`config.mk`:
```
export PLATFORM = sky130hd
export DESIGN_NAME = prtp_ctrl
export DESIGN_NICKNAME = d
export VERILOG_FILES = /design/src/rtl/prtp_pkg.sv /design/src/rtl/prtp_ctrl.sv
export SDC_FILE = /design/constraint.sdc
export NUM_CORES = 1
export LEC_CHECK = 0
export ABC_AREA = 1
export BUFFER_PORTS_ARGS = -buffer_cell sky130_fd_sc_hd__clkbuf_2
export CORE_ASPECT_RATIO = 1.4
export CORE_UTILIZATION = 55
export CTS_CLUSTER_DIAMETER = 80
export CTS_CLUSTER_SIZE = 14
export DETAILED_ROUTE_END_ITERATION = 10
export HOLD_SLACK_MARGIN = 0.12
export PLACE_DENSITY = 0.8
export SYNTH_ARGS = -nofsm -noshare
export SYNTH_HDL_FRONTEND = slang
export SYNTH_SLANG_ARGS = --single-unit
```
`constraint.sdc`:
```
create_clock -name clk_sys_i -period 2.8 [get_ports clk_sys_i]
set_input_delay 0 -clock clk_sys_i [delete_from_list [all_inputs] [get_ports clk_sys_i]]
set_output_delay 0 -clock clk_sys_i [all_outputs]
set_load 0.02 [all_outputs]
```
`src/rtl/prtp_pkg.sv`:
```
// Package with register map, field layout and timing constants of the block.
package prtp_pkg;

	// ********************************************************************
	// Register map
	// ********************************************************************
	localparam logic [5:0]  ADDR_GENERAL_CONTROL = 6'h1f;
	localparam logic [5:0]  ADDR_TEST_PATTERN    = 6'h25;
	localparam logic [15:0] RST_GENERAL_CONTROL  = 16'h0000;
	localparam logic [15:0] RST_TEST_PATTERN     = 16'h0480;
	localparam logic [15:0] MASK_TEST_PATTERN    = 16'h0fff;

	// ********************************************************************
	// Field positions
	// ********************************************************************
	localparam int BIT_FULL_RESET   = 15;
	localparam int BIT_RESTART      = 14;
	localparam int POS_PULSE_HI     = 11;
	localparam int POS_PULSE_LO     = 10;
	localparam int BIT_RUN_MSB      = 9;
	localparam int BIT_FE_ENABLE    = 8;
	localparam int BIT_CH_ALL       = 7;
	localparam int POS_CH_HI        = 6;
	localparam int POS_CH_LO        = 5;
	localparam int BIT_TENB_ENABLE  = 4;
	localparam int POS_PATTERN_HI   = 3;

	// ********************************************************************
	// Timing
	// ********************************************************************
	localparam int CLK_PERIOD_NS    = 8;
	localparam int RESET_HOLD_NS    = 80;
	localparam int RESET_HOLD_CYC   =
		(RESET_HOLD_NS + CLK_PERIOD_NS - 1) / CLK_PERIOD_NS;

	// Pulse levels coded as signed three-bit amplitude.
	localparam logic [2:0]  LEVEL_PLUS_TWO  = 3'h2;
	localparam logic [2:0]  LEVEL_MINUS_TWO = 3'h6;
	localparam logic [2:0]  LEVEL_PLUS_ONE  = 3'h1;
	localparam logic [2:0]  LEVEL_MINUS_ONE = 3'h7;

	typedef enum logic [2:0] {
		PRTP_IDLE    = 3'h1,
		PRTP_RESET   = 3'h2,
		PRTP_RESTART = 3'h4
	} prtp_state_t;

endpackage : prtp_pkg

```
`src/rtl/prtp_ctrl.sv`:
```
// PHY reset control and transmit test-pattern control logic.
`timescale 1ns/1ps
// Contract
// - A full reset request resets the PHY and every register to default, except the strap fields.
// - A full reset reloads strap fields with the last latched straps.
// - A restart request restarts the PHY and keeps every register.
// - Pulse select 00 gives +2, 01 gives -2, 10 gives +1 and 11 gives -1.
// - The fast pattern sends a one then N zeros, N from 1 to 31.
// - A zero run length of zero clears the pattern shift register.
// - With the channel top bit set, the pattern drives all four channels.
// - With it clear, only the channel coded by the low two bits is driven.
// - 10BASE-T test modes are enabled only while bit four is set.
// - Codes 0000 to 0111 select the first eight 10BASE-T patterns.
// - Codes 1000 to 1101 select 1001, random data and four idle codes.
module prtp_ctrl #(
	parameter int RESET_CYCLES = prtp_pkg::RESET_HOLD_CYC
) (
	input  wire logic        clk_sys_i,
	input  wire logic        srst_i,
	input  wire logic [5:0]  reg_addr_i,
	input  wire logic [15:0] reg_wdata_i,
	input  wire logic        reg_wr_i,
	input  wire logic        reg_rd_i,
	input  wire logic [2:0]  strap_channel_i,
	output logic      [15:0] reg_rdata_o,
	output logic             phy_reset_o,
	output logic             phy_restart_o,
	output logic      [3:0]  channel_enable_o,
	output logic             tenb_test_enable_o,
	output logic      [3:0]  tenb_pattern_o,
	output logic             fast_pattern_bit_o,
	output logic             fast_pattern_active_o,
	output logic      [2:0]  pulse_level_o
);

	// ********************************************************************
	// Strap capture
	// ********************************************************************
	// Straps come from pins, so three stages; a value counts once the last
	// two agree. The first stage feeds only the second.
	logic [2:0] strap_s1;
	logic [2:0] strap_s2;
	logic [2:0] strap_s3;
	logic [2:0] strap_latched;

	always_ff @(posedge clk_sys_i) begin
		strap_s1 <= strap_channel_i;
		strap_s2 <= strap_s1;
		strap_s3 <= strap_s2;
	end

	// Set from the hardware reset until its hold time ends.
	logic       hw_boot;

	// Straps are latched only while the hardware reset sequence runs, so a
	// software reset restores what the pins showed at power-up and ignores
	// any later change on them.
	always_ff @(posedge clk_sys_i) begin
		if (srst_i) begin
			strap_latched <= prtp_pkg::RST_TEST_PATTERN[7:5];
		end else if (hw_boot && strap_s2 == strap_s3) begin
			strap_latched <= strap_s3;
		end
	end

	// ********************************************************************
	// Reset and restart sequencer
	// ********************************************************************
	prtp_pkg::prtp_state_t state;
	logic [7:0]            hold_cnt;
	logic                  wr_gen;
	logic                  wr_test;
	logic                  req_full_reset;
	logic                  req_restart;
	logic                  seq_done;

	assign wr_gen  = reg_wr_i && reg_addr_i == prtp_pkg::ADDR_GENERAL_CONTROL;
	assign wr_test = reg_wr_i && reg_addr_i == prtp_pkg::ADDR_TEST_PATTERN;

	// A write with both request bits set runs the full reset only, since a
	// full reset already restarts everything a restart would.
	assign req_full_reset = wr_gen && reg_wdata_i[prtp_pkg::BIT_FULL_RESET];
	assign req_restart    = wr_gen && reg_wdata_i[prtp_pkg::BIT_RESTART];

	// The hold counter is eight bits wide, so RESET_CYCLES must stay within
	// 1 to 256; the hold time is traded for a small counter.
	assign seq_done = hold_cnt == 8'(RESET_CYCLES - 1);

	always_ff @(posedge clk_sys_i) begin
		if (srst_i) begin
			state    <= prtp_pkg::PRTP_RESET;
			hold_cnt <= 8'h00;
			hw_boot  <= 1'b1;
		end else begin
			unique case (state)
				prtp_pkg::PRTP_IDLE: begin
					hold_cnt <= 8'h00;
					if (req_full_reset) begin
						state <= prtp_pkg::PRTP_RESET;
					end else if (req_restart) begin
						state <= prtp_pkg::PRTP_RESTART;
					end
				end
				prtp_pkg::PRTP_RESET, prtp_pkg::PRTP_RESTART: begin
					if (seq_done) begin
						state   <= prtp_pkg::PRTP_IDLE;
						hw_boot <= 1'b0;
					end else begin
						hold_cnt <= hold_cnt + 8'h01;
					end
				end
				default: begin
					state <= prtp_pkg::PRTP_RESET;
				end
			endcase
		end
	end

	// ********************************************************************
	// Sequence status outputs
	// ********************************************************************
	// Both outputs lag the state by one cycle so that they leave a flip-flop;
	// the register view reads the state itself.
	always_ff @(posedge clk_sys_i) begin
		if (srst_i) begin
			phy_reset_o   <= 1'b1;
			phy_restart_o <= 1'b0;
		end else begin
			phy_reset_o   <= state == prtp_pkg::PRTP_RESET;
			phy_restart_o <= state == prtp_pkg::PRTP_RESTART;
		end
	end

	// ********************************************************************
	// Test pattern register
	// ********************************************************************
	logic [15:0] test_pattern_control;
	logic        full_reset_request_active;

	assign full_reset_request_active = state == prtp_pkg::PRTP_RESET && !hw_boot;

	always_ff @(posedge clk_sys_i) begin
		if (srst_i) begin
			test_pattern_control <= prtp_pkg::RST_TEST_PATTERN;
		end else if (state == prtp_pkg::PRTP_RESET) begin
			// A write that lands during a full reset is lost; software waits
			// for the request bit to read zero before writing again.
			test_pattern_control <= prtp_pkg::RST_TEST_PATTERN;
			if (full_reset_request_active) begin
				test_pattern_control[7:5] <= strap_latched;
			end
		end else if (wr_test) begin
			// Restart leaves this register alone.
			test_pattern_control <= reg_wdata_i & prtp_pkg::MASK_TEST_PATTERN;
		end
	end

	// ********************************************************************
	// General control view
	// ********************************************************************
	// Only the two request bits exist; they read as one while their action
	// runs and drop to zero by themselves when it ends.
	logic [15:0] general_control;

	always_comb begin
		general_control = prtp_pkg::RST_GENERAL_CONTROL;
		general_control[prtp_pkg::BIT_FULL_RESET] =
			state == prtp_pkg::PRTP_RESET;
		general_control[prtp_pkg::BIT_RESTART] =
			state == prtp_pkg::PRTP_RESTART;
	end

	// ********************************************************************
	// Register read port
	// ********************************************************************
	always_ff @(posedge clk_sys_i) begin
		if (srst_i) begin
			reg_rdata_o <= 16'h0000;
		end else if (reg_rd_i) begin
			unique case (reg_addr_i)
				prtp_pkg::ADDR_GENERAL_CONTROL: begin
					reg_rdata_o <= general_control;
				end
				prtp_pkg::ADDR_TEST_PATTERN: begin
					reg_rdata_o <= test_pattern_control;
				end
				default: begin
					reg_rdata_o <= 16'h0000;
				end
			endcase
		end else begin
			reg_rdata_o <= 16'h0000;
		end
	end

	// ********************************************************************
	// Pattern decode
	// ********************************************************************
	logic [1:0] pulse_sel;
	logic [4:0] run_len;
	logic       fe_en;
	logic       tenb_en;

	assign pulse_sel = test_pattern_control[prtp_pkg::POS_PULSE_HI:
		prtp_pkg::POS_PULSE_LO];
	assign run_len = {test_pattern_control[prtp_pkg::BIT_RUN_MSB],
		test_pattern_control[prtp_pkg::POS_PATTERN_HI:0]};
	assign fe_en   = test_pattern_control[prtp_pkg::BIT_FE_ENABLE];
	assign tenb_en = test_pattern_control[prtp_pkg::BIT_TENB_ENABLE];

	// ********************************************************************
	// Test activity qualifiers
	// ********************************************************************
	// Codes above the last listed one have no pattern, so the channels stay
	// quiet rather than send something undefined.
	localparam logic [3:0] LAST_TENB_CODE = 4'hd;

	logic tenb_ok;

	// The fast pattern takes priority, so software that leaves the 10BASE-T
	// enable set beside it still gets a clean fast pattern.
	assign tenb_ok = tenb_en && !fe_en && run_len[3:0] <= LAST_TENB_CODE;

	// The reset value matches the register's default code, so the level
	// does not step when the first decode after reset takes over.
	always_ff @(posedge clk_sys_i) begin
		if (srst_i) begin
			pulse_level_o <= prtp_pkg::LEVEL_MINUS_TWO;
		end else begin
			unique case (pulse_sel)
				2'h0: pulse_level_o <= prtp_pkg::LEVEL_PLUS_TWO;
				2'h1: pulse_level_o <= prtp_pkg::LEVEL_MINUS_TWO;
				2'h2: pulse_level_o <= prtp_pkg::LEVEL_PLUS_ONE;
				2'h3: pulse_level_o <= prtp_pkg::LEVEL_MINUS_ONE;
			endcase
		end
	end

	// Codes 0000 to 1101 pass through to the 10BASE-T pattern generator in
	// their listed order; 1110 and 1111 are undefined and send nothing.
	always_ff @(posedge clk_sys_i) begin
		if (srst_i) begin
			tenb_test_enable_o <= 1'b0;
			tenb_pattern_o     <= 4'h0;
		end else begin
			tenb_test_enable_o <= tenb_ok;
			tenb_pattern_o     <= run_len[3:0];
		end
	end

	always_ff @(posedge clk_sys_i) begin
		if (srst_i) begin
			channel_enable_o <= 4'h0;
		end else if (!(tenb_ok || fe_en)) begin
			// No active test leaves every channel quiet.
			channel_enable_o <= 4'h0;
		end else if (test_pattern_control[prtp_pkg::BIT_CH_ALL]) begin
			channel_enable_o <= 4'hf;
		end else begin
			channel_enable_o <= 4'h1 << test_pattern_control[
				prtp_pkg::POS_CH_HI:prtp_pkg::POS_CH_LO];
		end
	end

	// ********************************************************************
	// Fast Ethernet one-then-zeros generator
	// ********************************************************************
	// A down-counter stands in for the shift register: a one, then run_len
	// zeros. Software clears the mode before changing the length.
	logic [4:0] zero_cnt;
	logic       fast_load;

	// The length is read live on every reload, so a nonzero length changed without
	// the clearing write first takes hold at the next reload; the period in progress keeps the old length.
	assign fast_load = zero_cnt == 5'h00;

	always_ff @(posedge clk_sys_i) begin
		if (srst_i) begin
			zero_cnt              <= 5'h00;
			fast_pattern_bit_o    <= 1'b0;
			fast_pattern_active_o <= 1'b0;
		end else if (!fe_en || run_len == 5'h00) begin
			zero_cnt              <= 5'h00;
			fast_pattern_bit_o    <= 1'b0;
			fast_pattern_active_o <= 1'b0;
		end else begin
			fast_pattern_active_o <= 1'b1;
			if (fast_load) begin
				fast_pattern_bit_o <= 1'b1;
				zero_cnt           <= run_len;
			end else begin
				fast_pattern_bit_o <= 1'b0;
				zero_cnt           <= zero_cnt - 5'h01;
			end
		end
	end

endmodule : prtp_ctrl

```
* Yosys cells after proc, flatten, opt, wreduce, memory -nomap -nowiden
Cells that the tools add are included.
** Storage, ports and cells
- Word-level logic and storage cells :: 78
- Bits of input ports :: 29
- Flip-flop bits (word level) :: 73
- Output and inout bits :: 32
** Operators by class
- Eq/ne operators :: 13
- Bitwise logic cells :: 2
- Add/subtract/negate cells :: 2
- Reductions and logical operators :: 25
- Order comparisons :: 1
- Shift operators :: 1
- Mux-type cells :: 15
** Operators with widths (count)
- 16-bit one-hot mux with 2 select lines :: 1
- 8-bit 2-to-1 mux :: 3
- 8-bit one-hot mux with 2 select lines :: 1
- 3-bit 2-to-1 mux :: 4
- 3-bit one-hot mux with 4 select lines :: 1
- 5-bit zero test :: 2
- 2-bit OR reduction :: 5
- 8-bit by 1-bit adder with 8-bit output, second input constant :: 1
- 8-bit by 4-bit equality test with 1-bit output, second input constant :: 1
- 1-bit logical AND :: 8
- 6-bit by 5-bit equality test with 1-bit output, second input constant :: 1
- 6-bit equality test, second input constant :: 1
- 3-bit one-hot mux with 2 select lines :: 1
- 2-bit AND reduction :: 3
- 5-bit 2-to-1 mux :: 1
- 5-bit by 1-bit subtractor with 5-bit output, second input constant :: 1
- 2-bit equality test, second input constant :: 2
- 4-bit <= comparator, second input constant :: 1
- 4-bit 2-to-1 mux :: 1
- 2-bit != test, second input constant :: 2
- 2-bit nonzero test :: 2
- 1-bit by 2-bit left shift with 4-bit output, first input constant :: 1
- 3-bit by 1-bit equality test with 1-bit output, second input constant :: 1
- 3-bit by 2-bit equality test with 1-bit output, second input constant :: 1
- other kinds (9) :: 13

* Longest topological paths before layout
Gate-level depths: netlist (run 1).
- Depth in word-level cells :: 6
- Mapped depth :: 9
- Gate-level depth less buffers :: 9

* Worst setup path after synthesis (run 1)
No wires, ideal clock.
- Path type :: register to register
- Start point :: register hold_cnt[0]
- End point :: register hold_cnt[0]
- Required time :: 2.687 ns
- Path slack :: 1.548 ns
- Library setup time :: 0.113 ns
- Buffers on the path :: 0
- Cell stages (with the launch flop) :: 9
- Clock period less this slack :: 1.252 ns
- Arrival :: 1.139 ns
- Path through :: dfxtp_1 -> ha_1 -> inv_1 -> nor2_4 -> nand3_4 -> nand2_8 -> nand2_4 -> o21ai_1 -> nor2_1
** Between the ends
- Word-level cells in the longest chain between the ends :: 3
- Elaborated cells between the ends (all ways) :: 6
- Those cells by class :: add/sub: 1; eq/ne: 2; mux: 2; reduce/logical: 1
** Ends and longest elaborated chain
- start, declared :: RTL line prtp_ctrl.sv:70 : logic [7:0] hold_cnt;
- start signal, assigned :: RTL line prtp_ctrl.sv:109 : hold_cnt <= hold_cnt + 8'h01;
- 8-bit by 1-bit adder with 8-bit output / 8-bit by 4-bit equality test with 1-bit output (equally long branches) :: RTL line prtp_ctrl.sv:109, prtp_ctrl.sv:87
- 8-bit 2-to-1 mux / 2-bit != test (equally long branches)
- 8-bit one-hot mux with 2 select lines / 2-bit AND reduction (equally long branches)
Parallel ways exist; a longest one is shown, timed or not. The select of a mux whose other input is x is not followed.
A chain may end at the register's enable or synchronous reset.

* Final worst setup path (run 1)
- Start point :: input reg_addr_i[5]
- End point :: register state[0]
** Between the ends
- Word-level cells in the longest chain between the ends :: 5
- Elaborated cells between the ends (all ways) :: 8
- Those cells by class :: eq/ne: 2; mux: 2; reduce/logical: 4
** Ends and longest elaborated chain
- start, declared :: RTL line prtp_ctrl.sv:20 : input wire logic [5:0] reg_addr_i,
- 6-bit by 5-bit equality test with 1-bit output (*) :: RTL line prtp_ctrl.sv:77 : assign wr_gen = reg_wr_i && reg_addr_i == prtp_pkg::ADDR_GENERAL_CONTROL;
- 1-bit logical AND (*) :: RTL line prtp_ctrl.sv:77
- 1-bit logical AND, on equally long branches :: RTL line prtp_ctrl.sv:82, prtp_ctrl.sv:83
- 3-bit 2-to-1 mux / 3-bit != test (equally long branches)
- 3-bit one-hot mux with 2 select lines / 2-bit AND reduction (equally long branches)
- end signal, assigned :: RTL line prtp_ctrl.sv:99 : state <= prtp_pkg::PRTP_RESET;
- end signal, assigned :: RTL line prtp_ctrl.sv:101 : state <= prtp_pkg::PRTP_RESTART;
- end signal, assigned :: RTL line prtp_ctrl.sv:106 : state <= prtp_pkg::PRTP_IDLE;
- end, declared :: RTL line prtp_ctrl.sv:69 : prtp_pkg::prtp_state_t state;
Every way passes the cells marked *; elsewhere a longest branch is shown, timed or not.

==> results of run 1 <==
[synthesized netlist by cell type (all sizes together)]
cell	number	area, um2
nand3	26	173
a211oi	9	108
a21oi	20	104
or2	1	6.26
nand2	45	205
o211ai	1	7.51
conb	1	3.75
xnor2	5	43.8
o21a	2	15.0
xor2	2	17.5
clkbuf	1	3.75
a31oi	1	6.26
nor3b	1	7.51
buf	7	45.0
inv	39	146
ha	3	37.5
nand4	9	56.3
nor2	47	184
nor3	18	106
o21ai	7	35.0
dfxtp	71	1420
[where the power goes]
part / switching, uW / total (uW) / internal (uW)
registers: 66.8 / 1140 / 1070
logic: 338 / 529 / 191
clock network: 391 / 711 / 320
total: 796 / 2380 / 1580
[kinds of logic (layout without fill, tap and decap cells)]
| group | after synthesis | count (layout) | share of synthesized area [%] |
|---|---|---|---|
| compound gates | 40 | 40 | 10.1 |
| xor+xnor | 7 | 7 | 2.24 |
| fa+ha+maj | 3 | 3 | 1.37 |
| buf+inv | 47 | 135 | 7.14 |
| flops | 71 | 71 | 52.0 |
| other cells | 1 | 2 | 0.137 |
| simple gates | 147 | 147 | 27.0 |
[what timing repair did]
action | CTS | global route
setup endpoints to repair | 0 | 0
hold buffers | 24 | 0
resized for setup | 0 | 0
hold endpoints to repair | 23 | 0
[final cells by class]
class	instances	area [um2]	share of cell area [%]
clock buffers	9	124	3.58
flip-flops and latches	71	1420	41.1
well taps	64	80.1	2.31
repair buffers	80	520	15.0
clock inverters	7	47.5	1.37
inverters	39	146	4.23
multi-input cells	199	1120	32.4
[critical path: stages]
cell and delay (ns):
dlygate4sd3_1 0.54, clkbuf_2 0.12, nor2_1 0.17, nand4_1 0.11, dlygate4sd3_1 0.56, nand3_1 0.09
dlygate4sd3_1 0.57, a21oi_1 0.07, dlygate4sd3_1 0.58
[placed cells by master (no fill, tap or decap)]
master	n
nand2_8	1
a21oi_2	1
o21a_1	2
dfxtp_1	71
nand3_2	1
nor2_1	46
xor2_1	2
nand3_1	22
a211oi_1	1
nor3_2	1
nand2_1	40
o21ai_0	5
inv_1	31
inv_6	1
nor3_1	16
xnor2_1	5
o21ai_1	2
clkbuf_8	9
nor3_4	1
nand2_4	2
nand4_1	9
clkbuf_2	56
a31oi_1	1
dlygate4sd3_1	24
nand3_4	3
clkinv_4	1
conb_1	2
clkinvlp_4	2
nor3b_1	1
a211oi_2	8
o211ai_1	1
clkinv_2	3
or2_2	1
ha_1	3
nand2_2	2
inv_2	8
a21oi_1	19
nor2_4	1
[per-stage QoR]
step / util (%) / instance area [um2] / cells / worst slack [ns] / hold slack, ns
CTS: 72.0 / 3460 / 469 / 0.275 / 0.132
global placement: 63.4 / 3050 / 429 / 1.45 / 0.102
finish: 72.0 / 3460 / 469 / 0.228 / 0.137
global route: 72.0 / 3460 / 469 / 0.0784 / 0.144
floorplan: - / 2740 / 317 / 1.55 / 0.0277
detailed placement: 63.4 / 3050 / 429 / 1.43 / 0.104
[sequential cells by signal, indices dropped and copies added (netlist names)]
register,flops
phy_restart_o,1
strap_s1,3
channel_enable_o,4
fast_pattern_bit_o,1
fast_pattern_active_o,1
strap_s2,3
strap_latched,3
tenb_test_enable_o,1
tenb_pattern_o,4
state,3
reg_rdata_o,14
zero_cnt,5
hold_cnt,8
strap_s3,3
phy_reset_o,1
pulse_level_o,3
test_pattern_control,12
hw_boot,1
[worst paths after layout]
check / startpoint / end / cells past startpoint
worst max-delay path: reg_addr_i[5] / state[0] / 9
worst min-delay path: reg_wr_i / state[1] / 5
worst max register to register: state[1] / state[0] / 5
worst min register to register: strap_s1[0] / strap_s2[0] / 0
[per-layer routing]
layer,up-vias,global-route usage [%],routed length [um]
li1,1195,-,-
met1,1076,24.3,2150
met2,62,42.4,3110
met3,17,9.76,255
met4,0,11.9,138
met5,-,0,0
==> out/metrics.csv, run 1 <==
metric;value;unit
status;finished clean;
Tmin final;2.57;ns
unrepaired setup endpoints after global routing;no;
CTS max path bufs;2;
clock skew;0.00728;ns
routed len/inst;12.1;um
Overall Global Routing Usage;24.5;%
crit path DAT;2.81;ns
leak pwr;0.00149;uW
clk slew on worst S/H paths;0.07;ns
Inserted Diodes;0;
R2R setup slack;0.63;ns
Area Growth Syn to Fin;26.6;%
vias in the first global route;2227;
Critical Path RT;3.04;ns
1st-iter DRT viols;87;
H-tree levels;3;
syn avg cell area;8.65;um2
number of max-cap violations;0;
CP endpoint kind;register;
worst hold path type;input port to register;
FP Rows;30;
Overflow after GRT;0;
post-synthesis register bit count;71;
Filler cells;381;
die width;61.6;um
Crit Path Category;input port to register;
Crit Path Max Fanout;3;
Final Net Count;432;
pwr/cell area;688;nW/um2
clock root buffer;clkbuf_8;
total CTS buffers;9;
Cell Area, Synth;2730;um2
TritonRoute pass-1 iters;5;
yosys warns;0;
Distinct cells, synth;36;
starting density of the core;56.9;%
Hold Fails Final Rpt;0;
clock sinks;71;
chip height;85.4;um
Residual DRC;0;
fin crit share;91.9;%
antenna viol nets, final;0;
CP startpoint kind;input port;
CTS tree;built;
clk_lat worst skew;0.35;ns
Max Clk Rate;389;MHz
register area share after synthesis;52.0;%
largest net degree at the start of global routing;20;
area of the die;5260;um2
Setup violations, final;0;
IO Count;61;
VDD IR max;0.429;mV
antenna violations before repair;0;
share of layout cells above drive strength 1;25.2;%
Slew Limit Fails;0;
I/O Buffers;56;
DPL Wire Length;3890;um
Total Wirelength;5650;um
# Post-CTS Setup Buffers;0;
core box area;4800;um2
first-pass GRT wire length;9390;um
vias per inst;5.01;
via count;2350;
gate count after technology mapping;316;
final setup TNS;0;ns
Power Total;2380;uW
GP Congestion;0.863;
(Power assumes the default switching activity.)
==> inputs of run 2 (changes only) <==
--- a/config.mk
+++ b/config.mk
@@ -5,15 +5,15 @@
 export SDC_FILE = /design/constraint.sdc
 export NUM_CORES = 1
 export LEC_CHECK = 0
-export ABC_AREA = 1
 export BUFFER_PORTS_ARGS = -buffer_cell sky130_fd_sc_hd__clkbuf_2
 export CORE_ASPECT_RATIO = 1.4
-export CORE_UTILIZATION = 55
+export CORE_UTILIZATION = 52
+export CTS_BUF_LIST = sky130_fd_sc_hd__clkbuf_16
 export CTS_CLUSTER_DIAMETER = 80
 export CTS_CLUSTER_SIZE = 14
 export DETAILED_ROUTE_END_ITERATION = 10
 export HOLD_SLACK_MARGIN = 0.12
-export PLACE_DENSITY = 0.8
+export PLACE_DENSITY = 0.77
 export SYNTH_ARGS = -nofsm -noshare
 export SYNTH_HDL_FRONTEND = slang
 export SYNTH_SLANG_ARGS = --single-unit
==> constraint.sdc (replaced) <==
create_clock -name clk_sys_i -period 2.4 [get_ports clk_sys_i]
set_input_delay 0 -clock clk_sys_i [delete_from_list [all_inputs] [get_ports clk_sys_i]]
set_output_delay 0 -clock clk_sys_i [all_outputs]
set_load 0.02 [all_outputs]
==> run 2 against run 1 <==
  * Cell count decreased by 14%
  * Combinational power decreased by 21%
  * Power increased by 30%
  * Clock power increased by 93%
  * Sequential share of layout area increased by 0.66 points
  * First-iteration DRC count decreased by 16%
  * Non-clock buffer count decreased by 1
  * Global-route usage decreased by 1.4 points
  * Sequential power increased by 16%
  * Core utilization increased by 1.3 points
  * Via count decreased by 13%
  * Critical path type is now register to register
==> out/metrics.csv, run 2 <==
metric;value;unit;change
status;finished clean;;
core box area;4640;um2;-3.3%
CTS max path bufs;2;;unchanged
area of the die;5230;um2;-0.56%
Final Net Count;369;;-15%
Post-synth EDFFs;0;;unchanged
routed len/inst;13.2;um;+9.6%
Slew Limit Fails;0;;unchanged
Setup violations, final;0;;unchanged
fraction of registers with async set/reset;0;%;unchanged
sw frac;25.3;%;-8.1 points
TritonRoute pass-1 iters;4;;-1
Max Clk Rate;592;MHz;
register area share after synthesis;55.3;%;+3.3 points
CTS tree;built;;
Synth Flop Type;dfxtp_1;;
commonest cells in the netlist;dfxtp_1 (71), nor2_1 (35), mux2i_1 (15);;
post-cts sizing count;0;;unchanged
top cell type's share of synthesized area;55.3;%;+3.3 points
antenna violations before repair;0;;unchanged
Max-slew headroom;64.1;%;
yosys warns;0;;unchanged
leak pwr;0.00155;uW;+4.4%
Cell Area, Placed;2880;um2;-5.5%
post-synthesis register bit count;71;;unchanged
worst hold path type;input port to register;;
Overall Global Routing Usage;23.1;%;-1.4 points
number of max-cap violations;0;;unchanged
Area Growth Syn to Fin;32.5;%;
die width;61.4;um;-0.28%
GP Congestion;0.773;;-11%
I/O Buffers;56;;unchanged
Total Wirelength;5340;um;-5.6%
unrepaired setup endpoints after global routing;no;;
most flop-heavy register;reg_rdata_o;;
internal power;2320;uW;+46%
Clk pwr share;44.2;%;+14 points
pwr/cell area;911;nW/um2;+32%
Cell Area, Synth;2570;um2;-6.0%
clk_lat worst skew;0.33;ns;-0.02 ns
commonest non-fill, non-tap cell in the layout;dfxtp_1;;
synth top area cells;dfxtp_1 (55%), mux2i_1 (5.8%), nor2_1 (5.1%);;
clk slew on worst S/H paths;0.05;ns;-0.02 ns
Residual DRC;0;;unchanged
CP endpoint kind;register;;
Crit Path Category;register to register;;
final setup TNS;0;ns;unchanged
1st-iter DRT viols;73;;-16%
VDD IR max;0.597;mV;+39%
Crit Path Max Fanout;8;;+5
CP startpoint kind;register;;
clock root buffer;clkbuf_16;;
syn avg cell area;10.0;um2;+16%
most frequent cell after synthesis;dfxtp_1;;
Gate power share;13.4;%;-8.8 points
H-tree levels;3;;unchanged
gate count after technology mapping;256;;-19%
# Post-CTS Setup Buffers;0;;unchanged
total CTS buffers;9;;unchanged
Overflow after GRT;0;;unchanged
Inserted Diodes;0;;unchanged
first-pass GRT wire length;8800;um;-6.2%
Critical Path RT;2.61;ns;-0.43 ns
starting density of the core;55.3;%;-1.6 points
antenna viol nets, final;0;;unchanged
max FFs per register;14;;unchanged
worst slew pin tran;0.535;ns;
Tmin final;1.69;ns;
Post-CTS Hold Buffers;21;;-13%
sw power;785;uW;-1.4%
most frequent cells in the layout;dfxtp_1 (71), clkbuf_2 (56), nor2_1 (35);;
vias per inst;5.06;;+1.0%
crit path DAT;1.89;ns;-0.92 ns
FP Rows;29;;-3.3%
fin crit share;70.3;%;
chip height;85.2;um;-0.28%
Hold Fails Final Rpt;0;;unchanged
DPL Wire Length;3410;um;-12%
IO Count;61;;unchanged
final instance area;3400;um2;-1.6%
Reg power frac;42.4;%;-5.5 points
clock skew;0.00495;ns;-0.00234 ns
clock sinks;71;;unchanged
vias in the first global route;1955;;-12%
largest net degree at the start of global routing;24;;+20%
Distinct cells, synth;45;;+25%
post-synth top area cell;dfxtp_1;;
share of layout cells above drive strength 1;23.7;%;-1.5 points
biggest regs;reg_rdata_o: 14 flops, test_pattern_control: 12 flops, hold_cnt: 8 flops;;
via count;2045;;-13%
## run 2: cell families after synthesis
group | after synthesis | share of synthesized area, %
fa+ha+maj | 3 | 1.46
mux | 15 | 5.84
flops | 71 | 55.3
simple gates | 101 | 21.2
xor+xnor | 8 | 2.73
compound gates | 36 | 9.21
other cells | 1 | 0.146
buf+inv | 21 | 4.09
## run 2: per-layer routing
layer	vias up	GRT usage [%]	wire length [um]
met1	954	27.0	2260
met3	9	7.32	209
met2	48	38.5	2790
met5	-	0	0
met4	0	8.89	89
li1	1034	-	-
## run 2: cell type report
class                   instances  area [um2]
flip-flops and latches         71        1420
fillers                       377        1240
repair buffers                 79         505
well taps                      62        77.6
clock buffers                   9         225
multi-input cells             165        1050
inverters                      11        41.3
clock inverters                 7        87.6
## run 2: critical path, cell delays in order, from the launching register on
cell	delay [ns]
dfxtp_1	0.41
ha_1	0.18
nor4b_4	0.25
a211oi_2	0.20
nor2b_1	0.19
or3_1	0.34
## run 2: metrics by stage
step	hold WS (ns)	setup WS, ns	util [%]	power (uW)	instances
2_1_floorplan	0.0277	0.941	-	1630	257
5_1_grt	0.220	0.603	73.3	3240	404
6_report	0.195	0.712	73.3	3100	404
4_1_cts	0.184	0.701	73.3	3120	404
3_5_place_dp	0.105	0.739	62.0	1720	367
3_3_place_gp	0.103	0.803	62.0	1700	367
## run 2: path summary, 6_finish.rpt
path                             startpoint                 to  slack, ns  cells after the start
worst max-delay path            hold_cnt[0]           state[1]       0.71                      5
worst min-delay path                 srst_i  tenb_pattern_o[0]       0.19                      2
worst max register to register  hold_cnt[0]           state[1]       0.71                      5
worst min register to register  strap_s1[0]        strap_s2[0]       0.33                      0
## run 2: power by group through the flow
| stage | Combinational (uW) | Sequential (uW) | Clock [uW] |
|---|---|---|---|
| 5_1_grt | 466 | 1320 | 1450 |
| 3_5_place_dp | 387 | 1340 | 0 |
| 4_1_cts | 419 | 1310 | 1390 |
| 2_1_floorplan | 327 | 1300 | 0 |
| 3_3_place_gp | 371 | 1330 | 0 |
| 6_report | 417 | 1320 | 1370 |
==> inputs of run 3 (changes only) <==
==> constraint.sdc (replaced) <==
create_clock -name clk_sys_i -period 1.6 [get_ports clk_sys_i]
set_input_delay 0 -clock clk_sys_i [delete_from_list [all_inputs] [get_ports clk_sys_i]]
set_output_delay 0 -clock clk_sys_i [all_outputs]
set_load 0.02 [all_outputs]
==> run 3 against run 2 <==
  * Power increased by 54%
  * Core utilization increased by 2.5 points
  * Cell area up 3.4%
  * Sequential power up 50%
  * Combinational power is 78% higher
  * Register-to-register slack worse by 0.63 ns
  * Fmax increased by 11%
  * Count of clock-buffer cells in the layout unchanged
  * Die area unchanged
  * Wire length down 2.1%
  * Cell count rose by 2.2%
  * Flip-flop and latch count stayed put
==> out/metrics.csv, run 3 (synthesized netlist as in run 2, its figures left out) <==
metric;value;unit;change
Tmin final;1.51;ns;-0.174 ns
H-tree levels;3;;unchanged
TritonRoute pass-1 iters;4;;unchanged
clock sinks;71;;unchanged
most flop-heavy register;reg_rdata_o;;
Max Clk Rate;660;MHz;+11%
clk slew on worst S/H paths;0.05;ns;about the same
Overflow after GRT;0;;unchanged
pre-CTS setup slack;0.0256;ns;-0.713 ns
Crit Path Max Fanout;8;;unchanged
Filler cells;327;;-13%
CTS tree;built;;
Total Wirelength;5230;um;-2.1%
largest net degree at the start of global routing;16;;-33%
max FFs per register;14;;unchanged
number of max-cap violations;0;;unchanged
first-pass GRT wire length;8400;um;-4.6%
via count;2077;;+1.6%
Multi-input gate area;1080;um2;+3.5%
vias in the first global route;1943;;-0.61%
CP cell instances;xnor2_1, buf_4, nor2_1, nor2_1, or3_1;;
routed len/inst;12.7;um;-4.3%
antenna viol nets, final;0;;unchanged
clock skew;0.00467;ns;-0.000278 ns
antenna violations before repair;0;;unchanged
Area Growth Syn to Fin;37.0;%;
starting density of the core;55.3;%;unchanged
FP Rows;29;;unchanged
1st-iter DRT viols;86;;+18%
Core Util, Final;75.8;%;+2.5 points
CP endpoint kind;register;;
IO Count;61;;unchanged
vias per inst;5.03;;-0.65%
Crit Path Category;register to register;;
DPL Wire Length;3450;um;+1.1%
Seq. cell area;1430;um2;+0.35%
unrepaired setup endpoints after global routing;no;;
Worst Slack Setup Final;0.0857;ns;-0.626 ns
worst hold path type;input port to register;;
final setup TNS;0;ns;unchanged
Hold Fails Final Rpt;0;;unchanged
clk_lat worst skew;0.32;ns;about the same
Worst path max stage delay;0.46;ns;+0.05 ns
Setup violations, final;0;;unchanged
GP Congestion;0.846;;+9.5%
Residual DRC;0;;unchanged
CP delay by family, top;simple AND/OR/NAND/NOR gates;;
Slowest-stage cell, CP;dfxtp_1;;
CTS max path bufs;2;;unchanged
Crit path buffers/inverters;1;;+1
Worst path most repeated cell;nor2_1;;
chip height;85.2;um;unchanged
VDD IR max;0.997;mV;+67%
crit path DAT;1.72;ns;-0.17 ns
CP startpoint kind;register;;
pwr/cell area;1360;nW/um2;+49%
Critical Path RT;1.81;ns;-0.80 ns
Slew Limit Fails;0;;unchanged
share of layout cells above drive strength 1;27.6;%;+4.0 points
status;finished clean;;
I/O Buffers;56;;unchanged
core box area;4640;um2;unchanged
most frequent cells in the layout;dfxtp_1 (67), clkbuf_2 (55), nor2_1 (35);;
area of the die;5230;um2;unchanged
commonest non-fill, non-tap cell in the layout;dfxtp_1;;
fin crit share;94.6;%;+24 points
Final Net Count;378;;+2.4%
biggest regs;reg_rdata_o: 14 flops, test_pattern_control: 12 flops, hold_cnt: 8 flops;;
Inserted Diodes;0;;unchanged
leak pwr;0.00161;uW;+3.8%
total CTS buffers;9;;unchanged
clock root buffer;clkbuf_16;;
Overall Global Routing Usage;22.0;%;-1.2 points
die width;61.4;um;unchanged
-- run 3: final timing paths --
check | from | to | slack, ns | depth (start not counted)
max reg2reg | state[1] | state[1] | 0.09 | 5
min | reg_wr_i | state[0] | 0.20 | 4
min reg2reg | strap_s1[0] | strap_s2[0] | 0.32 | 0
max | state[1] | state[1] | 0.09 | 5
-- run 3: power by group --
group / leakage [uW] / internal [uW] / switching [uW]
combinational: 0.000877 / 348 / 396
sequential: 0.000578 / 1870 / 112
clock: 0.000154 / 1350 / 706
-- run 3: timing repair --
item / in CTS / in global routing
hold endpoints to repair: 25 / 0
resized for setup: 0 / 14
setup endpoints to repair: 0 / 12
hold buffers: 22 / 0
buffers inserted: 0 / 0
-- run 3: stage by stage --
stage	total power, uW	instance area [um2]	std cells	hold slack (ns)
6_report	4780	3520	413	0.204
5_1_grt	4980	3520	413	0.219
2_1_floorplan	2450	2570	257	0.0277
4_1_cts	4720	3480	413	0.201
3_3_place_gp	2600	2940	375	0.103
3_5_place_dp	2620	2940	375	0.105
-- run 3: worst min-delay path: stages --
cell and delay [ns]:
clkbuf_2 0.08, and3_1 0.18, a31o_2 0.17, a21oi_1 0.06
-- run 3: per-layer routing --
layer | vias to the layer above | share of wire (%) | track usage (%)
li1 | 1047 | - | -
met1 | 973 | 44 | 25.4
met2 | 46 | 50 | 35.8
met3 | 11 | 4.0 | 7.16
met4 | 0 | 2.1 | 10.3
met5 | - | 0 | 0
-- run 3: layout make-up --
class | instances | share of cell area (%)
Clock buffer | 9 | 6.40
Clock inverter | 7 | 2.52
Inverter | 11 | 1.17
Multi-Input combinational cell | 165 | 30.8
Sequential cell | 71 | 40.5
Tap cell | 62 | 2.20
Timing Repair Buffer | 88 | 16.4
